===== src/logic/rbc_pkg.sv =====
// Purpose: Shared constants and carriers for battery check, century bit and control defaults
// Assumes: 250 MHz i_clk; host bus pins are asynchronous to i_clk
// Notes:   Only the bits named here are stored; other bits read as zero
package rbc_pkg;

  localparam int ADDR_W = 13;
  localparam int DATA_W = 8;

  localparam logic [ADDR_W-1:0] FLAGS_ADDR     = 13'h1ff0;
  localparam logic [ADDR_W-1:0] ALARM_EN_ADDR  = 13'h1ff6;
  localparam logic [ADDR_W-1:0] WATCHDOG_ADDR  = 13'h1ff7;
  localparam logic [ADDR_W-1:0] CONTROL_ADDR   = 13'h1ff8;
  localparam logic [ADDR_W-1:0] CLOCK_CTL_ADDR = 13'h1ffc;

  localparam int BATT_FLAG_BIT   = 4;
  localparam int CENTURY_EN_BIT  = 5;
  localparam int CENTURY_BIT     = 4;
  localparam int FREQ_TEST_BIT   = 6;
  localparam int WRITE_LOCK_BIT  = 7;
  localparam int READ_HOLD_BIT   = 6;
  localparam int ALARM_IRQ_BIT   = 7;
  localparam int ALARM_BKUP_BIT  = 5;
  localparam int WD_STEER_BIT    = 7;
  localparam int WD_MULT_LSB     = 2;
  localparam int WD_RES_LSB      = 0;

  localparam logic [DATA_W-1:0] DATA_RESET = 8'h00;

  localparam int CLK_PERIOD_NS  = 4;
  localparam int BAT_SETTLE_NS  = 1000;
  localparam int BAT_SETTLE_CYC = (BAT_SETTLE_NS + CLK_PERIOD_NS - 1) / CLK_PERIOD_NS;

  typedef struct packed {
    logic       write_lock;
    logic       read_hold;
    logic       freq_test_enable;
    logic       alarm_irq_enable;
    logic       alarm_backup_enable;
    logic       watchdog_steering;
    logic [4:0] watchdog_multiplier;
    logic [1:0] watchdog_resolution;
    logic       century_toggle_enable;
    logic       century_marker;
  } rbc_ctl_type;

  typedef struct packed {
    logic              chip_en_n;
    logic              write_en_n;
    logic              out_en_n;
    logic [ADDR_W-1:0] addr;
    logic [DATA_W-1:0] data;
  } rbc_bus_type;

  typedef enum logic [2:0] {
    BC_IDLE   = 3'b001,
    BC_SETTLE = 3'b010,
    BC_SAMPLE = 3'b100
  } rbc_bc_state_type;

endpackage


===== src/logic/rbc_bat_check.sv =====
// Purpose: Battery check sequencer and battery weak flag
// Assumes: Inputs already synchronised to i_clk
// Notes:   Comparator is given a settle time before it is sampled
`timescale 1ns/1ps
module rbc_bat_check #(
  parameter int SETTLE_CYC = rbc_pkg::BAT_SETTLE_CYC
) (
  input  wire logic i_clk,
  input  wire logic i_reset,
  input  wire logic i_power_up,
  input  wire logic i_day_rollover,
  input  wire logic i_power_good,
  input  wire logic i_osc_running,
  input  wire logic i_cmp_low,
  output logic      o_battery_weak_flag
);
  import rbc_pkg::*;

  rbc_bc_state_type state_reg;
  rbc_bc_state_type state_next;
  logic [15:0]      count_reg;
  logic [15:0]      count_next;
  logic             flag_reg;
  logic             flag_next;
  logic             start;

  // Daily check needs oscillator; no check at all without main power
  assign start = i_power_good & (i_power_up | (i_day_rollover & i_osc_running));

  always_comb
  begin
    state_next = state_reg;
    count_next = count_reg;
    flag_next  = flag_reg;
    case (state_reg)
      BC_IDLE:
      begin
        if (start)
        begin
          state_next = BC_SETTLE;
          count_next = 16'(SETTLE_CYC - 1);
        end
      end
      BC_SETTLE:
      begin
        if (!i_power_good)
          state_next = BC_IDLE;
        else if (count_reg == 16'h0000)
          state_next = BC_SAMPLE;
        else
          count_next = count_reg - 16'h0001;
      end
      BC_SAMPLE:
      begin
        state_next = BC_IDLE;
        if (i_power_good)
          flag_next = i_cmp_low;
      end
      default:
        state_next = BC_IDLE;
    endcase
  end

  always_ff @(posedge i_clk)
  begin
    if (i_reset)
    begin
      state_reg <= BC_IDLE;
      count_reg <= 16'h0000;
      flag_reg  <= 1'b0;
    end
    else
    begin
      state_reg <= state_next;
      count_reg <= count_next;
      flag_reg  <= flag_next;
    end
  end

  assign o_battery_weak_flag = flag_reg;

endmodule // rbc_bat_check


===== src/logic/rbc_top.sv =====
// Purpose: Battery check, century bit and control bit defaults behind the SRAM-style bus
// Assumes: Bus pins, supply sense, oscillator sense and comparator are asynchronous
// Notes:   Day and century rollover pulses come from timekeeping logic on i_clk
//          Supply events override a host write that lands in the same cycle
`timescale 1ns/1ps
module rbc_top #(
  parameter int SETTLE_CYC = rbc_pkg::BAT_SETTLE_CYC
) (
  input  wire logic                          i_clk,
  input  wire logic                          i_reset,
  input  wire rbc_pkg::rbc_bus_type          i_bus,
  input  wire logic                          i_power_good,
  input  wire logic                          i_osc_running,
  input  wire logic                          i_battery_cmp_low,
  input  wire logic                          i_day_rollover,
  input  wire logic                          i_century_rollover,
  output logic [rbc_pkg::DATA_W-1:0]         o_data,
  output logic                               o_data_oe,
  output logic                               o_battery_weak_flag,
  output rbc_pkg::rbc_ctl_type               o_ctl
);
  import rbc_pkg::*;

  // Pin synchronisers
  rbc_bus_type       bus_meta_reg;
  rbc_bus_type       bus_sync_reg;
  logic              pg_meta_reg;
  logic              pg_sync_reg;
  logic              osc_meta_reg;
  logic              osc_sync_reg;
  logic              cmp_meta_reg;
  logic              cmp_sync_reg;

  // Next values of the synchronisers
  rbc_bus_type       bus_meta_next;
  rbc_bus_type       bus_sync_next;
  logic              pg_meta_next;
  logic              pg_sync_next;
  logic              osc_meta_next;
  logic              osc_sync_next;
  logic              cmp_meta_next;
  logic              cmp_sync_next;

  // Edge detection and write capture
  logic              pg_prev_reg;
  logic              pg_prev_next;
  logic              we_prev_reg;
  logic              we_prev_next;
  logic [ADDR_W-1:0] waddr_reg;
  logic [ADDR_W-1:0] waddr_next;
  logic [DATA_W-1:0] wdata_reg;
  logic [DATA_W-1:0] wdata_next;

  // Control bits and read port
  rbc_ctl_type       ctl_reg;
  rbc_ctl_type       ctl_next;
  logic [DATA_W-1:0] rdata_reg;
  logic [DATA_W-1:0] rdata_next;
  logic              rdata_oe_reg;
  logic              rdata_oe_next;

  logic              power_up;
  logic              power_down;
  logic              bus_selected;
  logic              write_strobe;
  logic              read_active;
  logic              battery_flag;

  // Bits cleared on every power-up and on reset; others are left alone
  function automatic rbc_ctl_type power_up_clear(input rbc_ctl_type c);
    rbc_ctl_type r;
    r                     = c;
    r.write_lock          = 1'b0;
    r.read_hold           = 1'b0;
    r.freq_test_enable    = 1'b0;
    r.alarm_irq_enable    = 1'b0;
    r.alarm_backup_enable = 1'b0;
    r.watchdog_steering   = 1'b0;
    r.watchdog_multiplier = 5'h00;
    r.watchdog_resolution = 2'h0;
    return r;
  endfunction

  // Power-down leaves alarm enables as they were
  function automatic rbc_ctl_type power_down_clear(input rbc_ctl_type c);
    rbc_ctl_type r;
    r                     = c;
    r.write_lock          = 1'b0;
    r.read_hold           = 1'b0;
    r.freq_test_enable    = 1'b0;
    r.watchdog_steering   = 1'b0;
    r.watchdog_multiplier = 5'h00;
    r.watchdog_resolution = 2'h0;
    return r;
  endfunction

  // Register read mux; unmapped and unused bits read as zero
  function automatic logic [DATA_W-1:0] read_word(
    input logic [ADDR_W-1:0] a,
    input rbc_ctl_type       c,
    input logic              batt
  );
    logic [DATA_W-1:0] w;
    w = DATA_RESET;
    case (a)
      FLAGS_ADDR:
        w[BATT_FLAG_BIT] = batt;
      ALARM_EN_ADDR:
      begin
        w[ALARM_IRQ_BIT]  = c.alarm_irq_enable;
        w[ALARM_BKUP_BIT] = c.alarm_backup_enable;
      end
      WATCHDOG_ADDR:
      begin
        w[WD_STEER_BIT]              = c.watchdog_steering;
        w[WD_MULT_LSB+4:WD_MULT_LSB] = c.watchdog_multiplier;
        w[WD_RES_LSB+1:WD_RES_LSB]   = c.watchdog_resolution;
      end
      CONTROL_ADDR:
      begin
        w[WRITE_LOCK_BIT] = c.write_lock;
        w[READ_HOLD_BIT]  = c.read_hold;
      end
      CLOCK_CTL_ADDR:
      begin
        w[FREQ_TEST_BIT]  = c.freq_test_enable;
        w[CENTURY_EN_BIT] = c.century_toggle_enable;
        w[CENTURY_BIT]    = c.century_marker;
      end
      default:
        w = DATA_RESET;
    endcase
    return w;
  endfunction

  // Host write into the control bits; century bit only behind write-lock
  function automatic rbc_ctl_type write_word(
    input rbc_ctl_type       c,
    input logic              lock,
    input logic [ADDR_W-1:0] a,
    input logic [DATA_W-1:0] d
  );
    rbc_ctl_type r;
    r = c;
    case (a)
      ALARM_EN_ADDR:
      begin
        r.alarm_irq_enable    = d[ALARM_IRQ_BIT];
        r.alarm_backup_enable = d[ALARM_BKUP_BIT];
      end
      WATCHDOG_ADDR:
      begin
        r.watchdog_steering   = d[WD_STEER_BIT];
        r.watchdog_multiplier = d[WD_MULT_LSB+4:WD_MULT_LSB];
        r.watchdog_resolution = d[WD_RES_LSB+1:WD_RES_LSB];
      end
      CONTROL_ADDR:
      begin
        r.write_lock = d[WRITE_LOCK_BIT];
        r.read_hold  = d[READ_HOLD_BIT];
      end
      CLOCK_CTL_ADDR:
      begin
        r.freq_test_enable      = d[FREQ_TEST_BIT];
        r.century_toggle_enable = d[CENTURY_EN_BIT];
        // Lock is the value before this write, so one write cannot unlock and set
        if (lock)
          r.century_marker = d[CENTURY_BIT];
      end
      default:
        r = c;
    endcase
    return r;
  endfunction

  // Two-stage synchronisers for every asynchronous input
  // Bus fields may land a cycle apart; writes use the last cycle with the strobe low
  always_comb
  begin
    bus_meta_next = i_bus;
    bus_sync_next = bus_meta_reg;
    pg_meta_next  = i_power_good;
    pg_sync_next  = pg_meta_reg;
    osc_meta_next = i_osc_running;
    osc_sync_next = osc_meta_reg;
    cmp_meta_next = i_battery_cmp_low;
    cmp_sync_next = cmp_meta_reg;
  end

  always_ff @(posedge i_clk)
  begin
    bus_meta_reg <= bus_meta_next;
    bus_sync_reg <= bus_sync_next;
    pg_meta_reg  <= pg_meta_next;
    pg_sync_reg  <= pg_sync_next;
    osc_meta_reg <= osc_meta_next;
    osc_sync_reg <= osc_sync_next;
    cmp_meta_reg <= cmp_meta_next;
    cmp_sync_reg <= cmp_sync_next;
  end

  // pg_prev clears at reset so a supply already present counts as a power-up
  assign power_up     = pg_sync_reg & ~pg_prev_reg;
  assign power_down   = ~pg_sync_reg & pg_prev_reg;
  assign bus_selected = ~bus_sync_reg.chip_en_n & pg_sync_reg;
  // Write is taken at the end of the write strobe, with address and data caught while low
  assign write_strobe = bus_sync_reg.write_en_n & ~we_prev_reg & bus_selected;
  assign read_active  = bus_selected & bus_sync_reg.write_en_n & ~bus_sync_reg.out_en_n;

  always_comb
  begin
    pg_prev_next = pg_sync_reg;
    we_prev_next = bus_sync_reg.write_en_n | ~bus_selected;
    waddr_next   = waddr_reg;
    wdata_next   = wdata_reg;
    if (bus_selected && !bus_sync_reg.write_en_n)
    begin
      waddr_next = bus_sync_reg.addr;
      wdata_next = bus_sync_reg.data;
    end
  end

  always_ff @(posedge i_clk)
  begin
    if (i_reset)
    begin
      pg_prev_reg <= 1'b0;
      we_prev_reg <= 1'b1;
      waddr_reg   <= '0;
      wdata_reg   <= DATA_RESET;
    end
    else
    begin
      pg_prev_reg <= pg_prev_next;
      we_prev_reg <= we_prev_next;
      waddr_reg   <= waddr_next;
      wdata_reg   <= wdata_next;
    end
  end

  // Control bits: rollover, then host write, then supply events override
  always_comb
  begin
    ctl_next = ctl_reg;
    if (i_century_rollover && ctl_reg.century_toggle_enable)
      ctl_next.century_marker = ~ctl_reg.century_marker;
    if (write_strobe)
      ctl_next = write_word(ctl_next, ctl_reg.write_lock, waddr_reg, wdata_reg);
    if (power_down)
      ctl_next = power_down_clear(ctl_next);
    else if (power_up)
      ctl_next = power_up_clear(ctl_next);
  end

  // Century bit and century toggle enable bit have no reset value on purpose
  always_ff @(posedge i_clk)
  begin
    if (i_reset)
      ctl_reg <= power_up_clear(ctl_reg);
    else
      ctl_reg <= ctl_next;
  end

  // Read port
  // Data falls back to zero when the read ends, so nothing stale stays on o_data
  always_comb
  begin
    rdata_oe_next = read_active;
    rdata_next    = DATA_RESET;
    if (read_active)
      rdata_next = read_word(bus_sync_reg.addr, ctl_reg, battery_flag);
  end

  always_ff @(posedge i_clk)
  begin
    if (i_reset)
    begin
      rdata_reg    <= DATA_RESET;
      rdata_oe_reg <= 1'b0;
    end
    else
    begin
      rdata_reg    <= rdata_next;
      rdata_oe_reg <= rdata_oe_next;
    end
  end

  rbc_bat_check #(
    .SETTLE_CYC (SETTLE_CYC)
  ) u_bat_check (
    .i_clk               (i_clk),
    .i_reset             (i_reset),
    .i_power_up          (power_up),
    .i_day_rollover      (i_day_rollover),
    .i_power_good        (pg_sync_reg),
    .i_osc_running       (osc_sync_reg),
    .i_cmp_low           (cmp_sync_reg),
    .o_battery_weak_flag (battery_flag)
  );

  assign o_data              = rdata_reg;
  assign o_data_oe           = rdata_oe_reg;
  assign o_battery_weak_flag = battery_flag;
  assign o_ctl               = ctl_reg;

endmodule // rbc_top


===== config.mk =====
export PLATFORM = sky130hd
export DESIGN_NAME = rbc_top
export DESIGN_NICKNAME = d
export VERILOG_FILES = /design/src/logic/rbc_pkg.sv /design/src/logic/rbc_bat_check.sv /design/src/logic/rbc_top.sv
export SDC_FILE = /design/constraint.sdc
export NUM_CORES = 1
export LEC_CHECK = 0
export BUFFER_PORTS_ARGS = -buffer_cell sky130_fd_sc_hd__buf_2
export CORE_UTILIZATION = 30
export DETAILED_ROUTE_END_ITERATION = 7
export PLACE_DENSITY = 0.59
export SYNTH_ARGS = -nofsm -noshare
export SYNTH_HDL_FRONTEND = slang
export SYNTH_SLANG_ARGS = --single-unit

===== constraint.sdc =====
create_clock -name i_clk -period 2.4 [get_ports i_clk]
set_input_delay 0.24 -clock i_clk [delete_from_list [all_inputs] [get_ports i_clk]]
set_output_delay 0.24 -clock i_clk [all_outputs]
set_load 0.01 [all_outputs]

* Word-level counts from Yosys, hierarchy flattened *
Cells that the tools add are included.

operators by class
  multiplexer cells = 20
  bitwise operators = 20
  add/sub/neg operators = 1
  equality and inequality tests = 16
  reductions and logical operators = 14

operators with widths
  operator                                             count
  equality test 13 bit, second input constant          9
  two-way mux 16 bit                                   3
  two-way mux 12 bit                                   3
  case mux 16 bit (2 select lines)                     1
  logical NOT 16 bit                                   1
  subtractor 16 x 1 -> 16 bit, second input constant   1
  case mux 1 bit (3 select lines)                      4
  AND reduction 2 bit                                  5
  AND 1 bit                                            9
  two-way mux 3 bit                                    3
  inverter 1 bit                                       9
  two-way mux 8 bit                                    1
  case mux 3 bit (2 select lines)                      1
  OR reduction 3 bit                                   2
  two-way mux 2 bit                                    2
  != test 2 bit, second input constant                 2
  AND reduction 4 bit                                  1
  equality test 3 x 1 -> 1 bit, second input constant  1
  equality test 3 x 2 -> 1 bit, second input constant  1
  equality test 3 bit, second input constant           1
  != test 3 x 2 -> 1 bit, second input constant        1
  logical AND 1 bit                                    2
  two-way mux 1 bit                                    2
  != test 2 x 1 -> 1 bit, second input constant        1
  4 further kinds                                      5

word-level totals
  output and inout port bits = 25
  register bits = 121
  input port bits = 31
  word-level logic and storage cells = 107

* Depth between registers and ports, before layout *
Gate-level depths: netlist (run 1).

  depth in word-level cells = 7
  mapped depth = 7
  depth with buffers taken out = 6

* By module *
A second synthesis (run 1) with hierarchy kept.

unflattened totals
  cell total of the unflattened synthesis = 397
  area total of the unflattened synthesis = 4032.6 um2

modules (own cells, without submodules)
  module         sequential area each (um2)  cells each  area each (um2)  times used
  rbc_top        2042.0                      278         3002.9           1
  rbc_bat_check  400.4                       119         1029.7           1

* Worst setup path before layout (run 1) *
Ideal clock, no wire load.

  kind = reg-to-reg
  start = register u_bat_check.count_reg[0]
  end = register u_bat_check.count_reg[5]
  buffers on the path = 0
  data arrival time = 1.772 ns
  clock period less this slack = 1.888 ns
  slack = 0.512 ns
  data required time = 2.284 ns
  cell stages (with the launch flop) = 7
  setup time = 0.116 ns
  cell sequence = dfxtp_1 inv_1 ha_1 nor3b_1 nand4_1 a211o_1 and4_1

between the ends
  cells in the longest elaborated chain, start to end = 4
  elaborated cells between the ends (all ways) = 7
  those cells by class = 1 x add/sub; 1 x eq/ne; 3 x mux; 2 x reduce/logical

ends and longest elaborated chain
  item                              line                 text
  start: declaration                rbc_bat_check.sv:21  logic [15:0] count_reg;
  start signal: assignment          rbc_bat_check.sv:75  count_reg <= count_next;
  subtractor 16 x 1 -> 16 bit       rbc_bat_check.sv:51  count_next = count_reg - 16'h0001;
  two-way mux 16 bit                rbc_bat_check.sv:48  else if (count_reg == 16'h0000)
  two-way mux 16 bit                rbc_bat_check.sv:46  if (!i_power_good)
  case mux 16 bit (2 select lines)  rbc_bat_check.sv:35  case (state_reg)

Several ways; a longest one is shown, not always the timed one. The select of a mux whose other input is x is not followed.
A chain may end at the register's enable or synchronous reset.

* Final worst setup path (run 1) *
  start = register u_bat_check.count_reg[7]
  end = register u_bat_check.count_reg[13]

Same word-level chain as after synthesis.

==> flow_metrics.tcl, run 1 <==
set metrics [dict create \
    outcome "completed" \
    setup_viol 0 \
    crit_fanout 6 \
    grt_antenna_before_repair 0 \
    max-cap-violations 0 \
    timing.slew.headroom 0.270 \
    grt_start_max_net_pins 23 \
    antenna_left 0 \
    switching_power_w 0.00112 \
    finish.net_count 521 \
    synth_top_area_cell "dfxtp_1" \
    hold_path.startpoint "i_reset" \
    finalCriticalPeriod_ns 2.03 \
    first_pass_grt_wire_length_mm 14.6 \
    placeable_core_area_um2 12900 \
    design_power_total_w 0.00504 \
    detailed_place.area_um2 4490 \
    clkLatencyLatePin_ns 0.41 \
    cts_max_level 4 \
    p_sw_frac 0.222 \
    critical_path_class "flip-flop to flip-flop" \
    cp.required_ns 2.73 \
    clockRootBuffer "clkbuf_16" \
    drc_markers 0 \
    synth_area_per_cell_um2 10.1 \
    finalWeightedCongestion 0.863 \
    regToRegStartpoint "u_bat_check.count_reg[7]" \
    mappedNetlistArea_um2 4030 \
    synth-async-reset-ratio 0 \
    ios 56 \
    worstMarginPinSlew_ns 1.09 \
    tritoncts.num_buffers 17 \
    port_buffers 55 \
    clock_power_share 0.527 \
    final_layout_size_suffix_gt1_frac 0.217 \
    routed-via-count 3123 \
    fin_area_um2 5400 \
    dp_hpwl_mm 5.87 \
    worstPathArrival_ns 2.36 \
    max-clock-path-buffers 2 \
    yosys-top-cells-area "dfxtp_1 (59%), nand2_1 (6.9%), a21oi_1 (4.8%)" \
    pre_cts_ws_ns 0.184 \
    final.setup_skew_ns 0.0142 \
    num_rows 41 \
    fill_cells 1224 \
    grt_overflow_total 0 \
    r2r_setup_slack_ns 0.37 \
    hp_class "input pin to flip-flop" \
    critical_path.endpoint_type "flip-flop" \
    power_leakage_nw 2.13 \
    post-route-period-util 0.845 \
    syn2layout_area_growth_pct 34.1 \
    postSynth.topFlopCell "dfxtp_1" \
    drt_pass1_iterations 4 \
    total_die_area_um2 13900 \
    synth_largest_type_area_fraction 0.591 \
    number_of_enable_flip_flop_cells_after_synthesis 2 \
    fmax_ghz 0.493 \
    power.share.sequential 0.426 \
    worst_slack_ns 0.371 \
    cts_sinks 121 \
    first_iter_violations 223 \
    drv_slew 0 \
    routed_wire_length_per_instance_um 12.6 \
    vertical_die_dimension_um 118 \
    crit_start "u_bat_check.count_reg[7]" \
    antennaDiodeCount 0 \
    timing.hold.ws_ns 0.226 \
    via_count_of_the_first_global_routing_pass 3039 \
    comb_power_share 0.047 \
    final.setup.tns_ns 0 \
    grt_setup_unrepaired "false" \
    post_detailed_route_via_to_cell_ratio 4.63 \
    ys_top_cells_by_count "dfxtp_1 (119), nand2_1 (74), a21oi_1 (39)" \
    ys_ff_latch 121 \
    syn_nets 432 \
    clkSlewWorstSetupHoldPaths_ns 0.06 \
    yosysMostFrequentCell "dfxtp_1" \
    die_width_um 118 \
    post_cts.repair.setup_buffers 0 \
    synth.lib_cells_used.distinct 47 \
    synth-seq-area-share 0.606 \
    post_synth_inst_count 400 \
    totalWireLength_mm 8.48 \
    power.density_cell_area_nw_per_um2 932 \
    groute.usage.overall 0.133 \
    initial_core_util 0.313 \
    cell_internal_power_w 0.00392 \
    tritoncts "built" \
    ir_worst_vdd_mv 0.806 \
    worst_setup_path_start_kind "flip-flop" \
    yosys_warnings 0 \
    finalHoldViolCount 0 \
]
## path summary, 6_finish.rpt
path,end,depth (start not counted)
max,u_bat_check.count_reg[13],4
min,waddr_reg[10],2
max reg2reg,u_bat_check.count_reg[13],4
min reg2reg,bus_sync_reg[13],0
## worst max-delay path, stage by stage (launching register included)
cell	delay (ns)
dfxtp_1	0.36
nor4_1	0.45
nand4_1	0.33
or4b_2	0.67
a21oi_1	0.14
## routing by layer
layer / up-vias / part of all wire / GRT usage
li1: 1602 / - / -
met1: 1416 / 0.49 / 0.169
met2: 93 / 0.44 / 0.199
met3: 12 / 0.049 / 0.0436
met4: 0 / 0.016 / 0.0649
met5: - / 0 / 0
## cell usage in the layout, fill, tap and decap left out, types with 3 or more instances in the layout
cell           netlist  routed
dfxtp_1            119     119
nand2_1             74      74
buf_2                3      55
a21oi_1             39      39
dlygate4sd3_1        0      27
clkbuf_16            0      18
mux2i_1             14      14
nor3_1              11      11
nor2_1              10      10
nand4_1              9       9
inv_1                9       9
or4_1                9       9
nand3_1              8       8
o31ai_1              8       8
nor4_1               7       7
and2_1               6       6
or3_1                6       6
buf_4                0       5
mux2_2               4       4
o21ai_0              4       4
a211oi_1             4       4
clkinv_4             0       4
nor4bb_1             3       3
and4_1               3       3
inv_6                0       3
bufinv_16            0       3
## metrics by stage
step,std cells,util
global placement,615,0.349
global route,674,0.420
detailed placement,615,0.349
floorplan,400,-
finish,674,0.420
CTS,674,0.419
## power groups by stage
stage | clock [W] | sequential, W | combinational [W]
finish | 0.00265 | 0.00215 | 0.000237
detailed placement | 0 | 0.00219 | 0.000201
CTS | 0.00272 | 0.00214 | 0.000235
global placement | 0 | 0.00219 | 0.000197
global route | 0.00281 | 0.00216 | 0.000266
floorplan | 0 | 0.00217 | 0.000146
## logic make-up after synthesis
kind of cell	after synthesis	share of synthesized area
flip-flops	121	0.606
buffers and inverters	26	0.0252
adder cells (fa/ha/maj)	1	0.00311
multiplexers	18	0.0460
AND/OR/NAND/NOR	167	0.219
AO/OA/AOI/OAI	64	0.0944
XOR/XNOR	3	0.00652
## area by class of cell
cell class,instances,area (um2),area share
Multi-Input combinational cell,253,1500,0.277
Clock buffer,18,450,0.0834
Clock inverter,14,184,0.0340
Timing Repair Buffer,87,583,0.108
Sequential cell,121,2440,0.452
Tap cell,172,215,0.0398
Inverter,9,33.8,0.00625
## repair_timing
item                                    4_1_cts  5_1_grt
endpoints found under the setup margin        0        7
hold buffers                                 27        0
hold endpoints to repair                     27        0
gates resized for setup                       0        1
Note: power is estimated with default switching activity, not from simulation.
==> run 2, diff against run 1 <==
Clock period 2.4 ns to 1.9 ns, I/O delays scaled along.
==> flow_metrics.tcl, run 2 (same netlist as run 1, synthesis figures left out) <==
set metrics [dict create \
    stdcell_count 703 \
    cp_cell_sequence "or4_4 -> or3_4 -> or4_4 -> a21oi_2" \
    power.share.sequential 0.417 \
    comb_power_share 0.060 \
    crit_path_top_delay_cell "or4_4" \
    port_buffers 55 \
    power_leakage_nw 2.29 \
    cp.required_ns 2.23 \
    die_width_um 118 \
    groute.usage.overall 0.141 \
    max-cap-violations 0 \
    routed-via-count 3195 \
    initial_core_util 0.313 \
    clock_power_share 0.522 \
    critical_path_class "flip-flop to flip-flop" \
    crit_fanout 5 \
    hp_class "input pin to flip-flop" \
    post_detailed_route_via_to_cell_ratio 4.54 \
    placeable_core_area_um2 12900 \
    antenna_left 0 \
    cell_internal_power_w 0.00507 \
    clockRootBuffer "clkbuf_16" \
    cts_sinks 121 \
    power.density_cell_area_nw_per_um2 1140 \
    finalHoldViolCount 0 \
    clkSlewWorstSetupHoldPaths_ns 0.05 \
    placedCellCount 642 \
    grt_start_max_net_pins 23 \
    timing.slew.headroom 0.649 \
    dp_hpwl_mm 6.08 \
    via_count_of_the_first_global_routing_pass 3178 \
    switching_power_w 0.00141 \
    ir_worst_vdd_mv 0.824 \
    clkLatencyLatePin_ns 0.41 \
    critical-path-top-cell-by-count "or4_4" \
    finish.net_count 550 \
    finalCriticalPeriod_ns 1.91 \
    worstPathArrival_ns 2.24 \
    final_core_utilization 0.440 \
    antennaDiodeCount 0 \
    totalWireLength_mm 9.25 \
    post-route-period-util 1.00 \
    grt_overflow_total 0 \
    largest_stage_delay_on_the_critical_path_ns 0.53 \
    first_pass_grt_wire_length_mm 15.4 \
    ios 56 \
    drt_pass1_iterations 5 \
    final_layout_size_suffix_gt1_frac 0.279 \
    mostFrequentLayoutCells "dfxtp_1 (116), nand2_1 (74), buf_2 (56)" \
    syn2layout_area_growth_pct 40.6 \
    first_iter_violations 137 \
    vertical_die_dimension_um 118 \
    routed_wire_length_per_instance_um 13.2 \
    max-clock-path-buffers 2 \
    worst_setup_path_start_kind "flip-flop" \
    finalWeightedCongestion 0.861 \
    fmax_ghz 0.525 \
    grt_setup_unrepaired "true" \
    num_rows 41 \
    drv_slew 0 \
    commonest_non_fill_non_tap_cell_in_the_layout "dfxtp_1" \
    grt_antenna_before_repair 0 \
    failing_checks "setup timing" \
    tritoncts.num_buffers 17 \
    worst_slack_ns -0.00534 \
    outcome "complete, but fails checks" \
    total_die_area_um2 13900 \
    cts_max_level 4 \
    worstMarginPinSlew_ns 0.526 \
    p_sw_frac 0.218 \
    pre_cts_ws_ns -0.0640 \
    fill_cells 1194 \
    tritoncts "built" \
    setup_viol 1 \
    drc_markers 0 \
    critical_path.endpoint_type "flip-flop" \
    final.setup_skew_ns 0.00732 \
]
-- run 2: changes by cell type in the layout (fill, tap and decap cells not counted), moves of 2 or more --
cell      before  now
a21oi_1       39   37
a21oi_2        0    2
buf_4          5   32
clkbuf_8       0    2
clkinv_2       0    2
dfxtp_1      119  116
dfxtp_2        0    3
or4_1          9    7
or4_4          1    3
-- run 2: timing repair --
action                                  4_1_cts  5_1_grt
buffers inserted                              0        1
endpoints found under the setup margin       12        7
gates cloned                                  0        1
endpoints found under the hold margin        27        0
pin swaps                                     1        4
resized for setup                             6        7
hold buffers                                 27        0
-- run 2: final timing paths --
kind / end / cells past startpoint / startpoint / slack [ns]
setup / recovery: u_bat_check.count_reg[12] / 4 / u_bat_check.count_reg[6] / -0.005
hold / removal: u_bat_check.o_battery_weak_flag / 2 / i_reset / 0.14
setup reg to reg: u_bat_check.count_reg[12] / 4 / u_bat_check.count_reg[6] / -0.005
hold reg to reg: bus_sync_reg[12] / 0 / bus_meta_reg[12] / 0.32
-- run 2: final cells by class --
cell class / instances / area [um2] / share of cell area
clock inverter: 12 / 160 / 0.0283
clock buffer: 20 / 478 / 0.0844
inverter: 9 / 33.8 / 0.00597
timing repair buffer: 116 / 802 / 0.142
multi-input combinational: 253 / 1530 / 0.270
tap: 172 / 215 / 0.0380
sequential: 121 / 2450 / 0.432
-- run 2: power by group through the flow --
stage / registers [W] / logic, W / clock network, W
finish: 0.00270 / 0.000391 / 0.00338
global route: 0.00271 / 0.000429 / 0.00357
CTS: 0.00270 / 0.000372 / 0.00343
detailed placement: 0.00275 / 0.000322 / 0
global placement: 0.00275 / 0.000314 / 0
floorplan: 0.00274 / 0.000185 / 0
-- run 2: critical path: cells and delay by family, from the launching register on --
family           cells  cell delay, ns
AO/OA/AOI/OAI        1            0.13
AND/OR/NAND/NOR      3            1.38
flip-flops           1            0.32
-- run 2: metrics by stage --
stage               hold WS (ns)  area, um2  setup TNS [ns]  power [W]
global route               0.148       5660          -0.112    0.00671
CTS                        0.123       5630         -0.0117    0.00651
floorplan                  0.218       4030               0    0.00292
finish                     0.138       5660        -0.00534    0.00648
detailed placement         0.294       4700          -0.312    0.00308
global placement           0.292       4700         -0.0356    0.00307
-- run 2: per-layer routing --
| metal | part of all wire | up-vias | track usage | wire length [um] |
|---|---|---|---|---|
| met1 | 0.49 | 1466 | 0.181 | 4520 |
| met3 | 0.041 | 9 | 0.0431 | 383 |
| li1 | - | 1649 | - | - |
| met2 | 0.46 | 71 | 0.216 | 4240 |
| met5 | 0 | - | 0 | 0 |
| met4 | 0.011 | 0 | 0.0649 | 102 |
==> run 3, diff against run 2 <==
Settings changed: CORE_MARGIN from default to 8.
==> flow_metrics.tcl, run 3 (same netlist as run 1, synthesis figures left out) <==
set metrics [dict create \
    largest_stage_delay_on_the_critical_path_ns 0.53 \
    grt_antenna_before_repair 0 \
    critPathTopFamily "simple AND/OR/NAND/NOR gates" \
    outcome "complete, but fails checks" \
    drv_slew 0 \
    tritoncts.num_buffers 17 \
    max-cap-violations 0 \
    totalWireLength_mm 9.39 \
    commonest_non_fill_non_tap_cell_in_the_layout "dfxtp_1" \
    routed-via-count 3205 \
    grt.busiest_layer "met2" \
    cts_max_level 4 \
    final_layout_size_suffix_gt1_frac 0.264 \
    drt_pass1_iterations 4 \
    crit_path_top_delay_cell "or4_4" \
    critical_path_class "flip-flop to flip-flop" \
    max-clock-path-buffers 2 \
    ir_worst_vdd_mv 0.660 \
    first_iter_violations 177 \
    fill_cells 1252 \
    failing_checks "setup timing" \
    groute.usage.overall 0.112 \
    hp_class "input pin to flip-flop" \
    finalHoldViolCount 0 \
    finish.net_count 546 \
    final.setup.tns_ns -0.0288 \
    first_pass_grt_wire_length_mm 15.9 \
    clkLatencyLatePin_ns 0.41 \
    initial_core_util 0.305 \
    antennaDiodeCount 0 \
    dp_hpwl_mm 6.67 \
    finalCriticalPeriod_ns 1.92 \
    via_count_of_the_first_global_routing_pass 3293 \
    global_route.usage.met2 0.174 \
    die_width_um 132 \
    setup_viol 2 \
    power_leakage_nw 2.24 \
    worst_slack_ns -0.0245 \
    worstMarginPinSlew_ns 0.531 \
    ios 56 \
    cp.required_ns 2.23 \
    vertical_die_dimension_um 132 \
    num_rows 42 \
    finalWeightedCongestion 0.844 \
    final.setup_skew_ns 0.00786 \
    grt_overflow_total 0 \
    clockRootBuffer "clkbuf_16" \
    cts_sinks 121 \
    pre_cts_ws_ns -0.153 \
    fmax_ghz 0.520 \
    routed_wire_length_per_instance_um 13.4 \
    crit_fanout 5 \
    tritoncts "built" \
    critical_path.n_buffers_inverters 0 \
    cp_cell_sequence "or4_4 -> or3_4 -> or4_1 -> a21oi_1" \
    post-route-period-util 1.01 \
    total_die_area_um2 17400 \
    worst_setup_path_start_kind "flip-flop" \
    syn2layout_area_growth_pct 38.7 \
    post_detailed_route_via_to_cell_ratio 4.56 \
    design_power_total_w 0.00619 \
    critical_path.endpoint_type "flip-flop" \
    timing.slew.headroom 0.645 \
    gr-usage-met3 0.0316 \
    power.density_cell_area_nw_per_um2 1110 \
    use_met1 0.137 \
    port_buffers 55 \
    antenna_left 0 \
    drc_markers 0 \
    placeable_core_area_um2 13200 \
    grt_setup_unrepaired "true" \
    worstPathArrival_ns 2.26 \
    clkSlewWorstSetupHoldPaths_ns 0.06 \
    mostFrequentLayoutCells "dfxtp_1 (118), nand2_1 (74), buf_2 (55)" \
    grt_start_max_net_pins 22 \
    r2r_setup_slack_ns -0.02 \
]
==> run 3: cell type report <==
| class | count | area [um2] | share of cell area |
|---|---|---|---|
| clock buffers | 17 | 425 | 0.0761 |
| clock inverters | 15 | 158 | 0.0282 |
| inverters | 9 | 33.8 | 0.00604 |
| multi-input cells | 253 | 1520 | 0.272 |
| flip-flops and latches | 121 | 2440 | 0.437 |
| well taps | 176 | 220 | 0.0394 |
| repair buffers | 112 | 787 | 0.141 |
==> run 3: final timing paths <==
| path | from | cells after the start | end |
|---|---|---|---|
| setup / recovery | u_bat_check.count_reg[6] | 4 | u_bat_check.count_reg[12] |
| hold / removal | i_reset | 2 | waddr_reg[3] |
| setup reg to reg | u_bat_check.count_reg[6] | 4 | u_bat_check.count_reg[12] |
| hold reg to reg | bus_meta_reg[17] | 0 | bus_sync_reg[17] |
==> run 3: timing repair <==
item / CTS / global route
resized for setup: 2 / 6
endpoints found under the setup margin: 12 / 12
gates cloned: 0 / 0
pin swaps: 1 / 2
endpoints found under the hold margin: 27 / 0
setup buffers: 0 / 0
hold buffers: 27 / 0
==> run 3: metrics by stage <==
step           utilization  hold WS, ns  instance area (um2)  instances
6_report             0.424        0.182                 5590        703
5_1_grt              0.424        0.194                 5590        703
4_1_cts              0.421        0.176                 5560        703
3_5_place_dp         0.356        0.294                 4700        644
3_3_place_gp         0.356        0.293                 4700        644
2_1_floorplan            -        0.218                 4030        400
==> run 3: power breakdown <==
group,leakage (nW),switching [W],internal (W),total [W]
Combinational,0.954,0.000184,0.000193,0.000377
Clock,0.286,0.00126,0.00185,0.00311
Sequential,1.00,0.0000635,0.00264,0.00271
Total,2.24,0.00151,0.00469,0.00619
==> run 3: layer usage <==
| metal | up-vias | part of all wire |
|---|---|---|
| li1 | 1646 | - |
| met3 | 16 | 0.035 |
| met1 | 1469 | 0.49 |
| met4 | 0 | 0.023 |
| met5 | - | 0 |
| met2 | 74 | 0.45 |
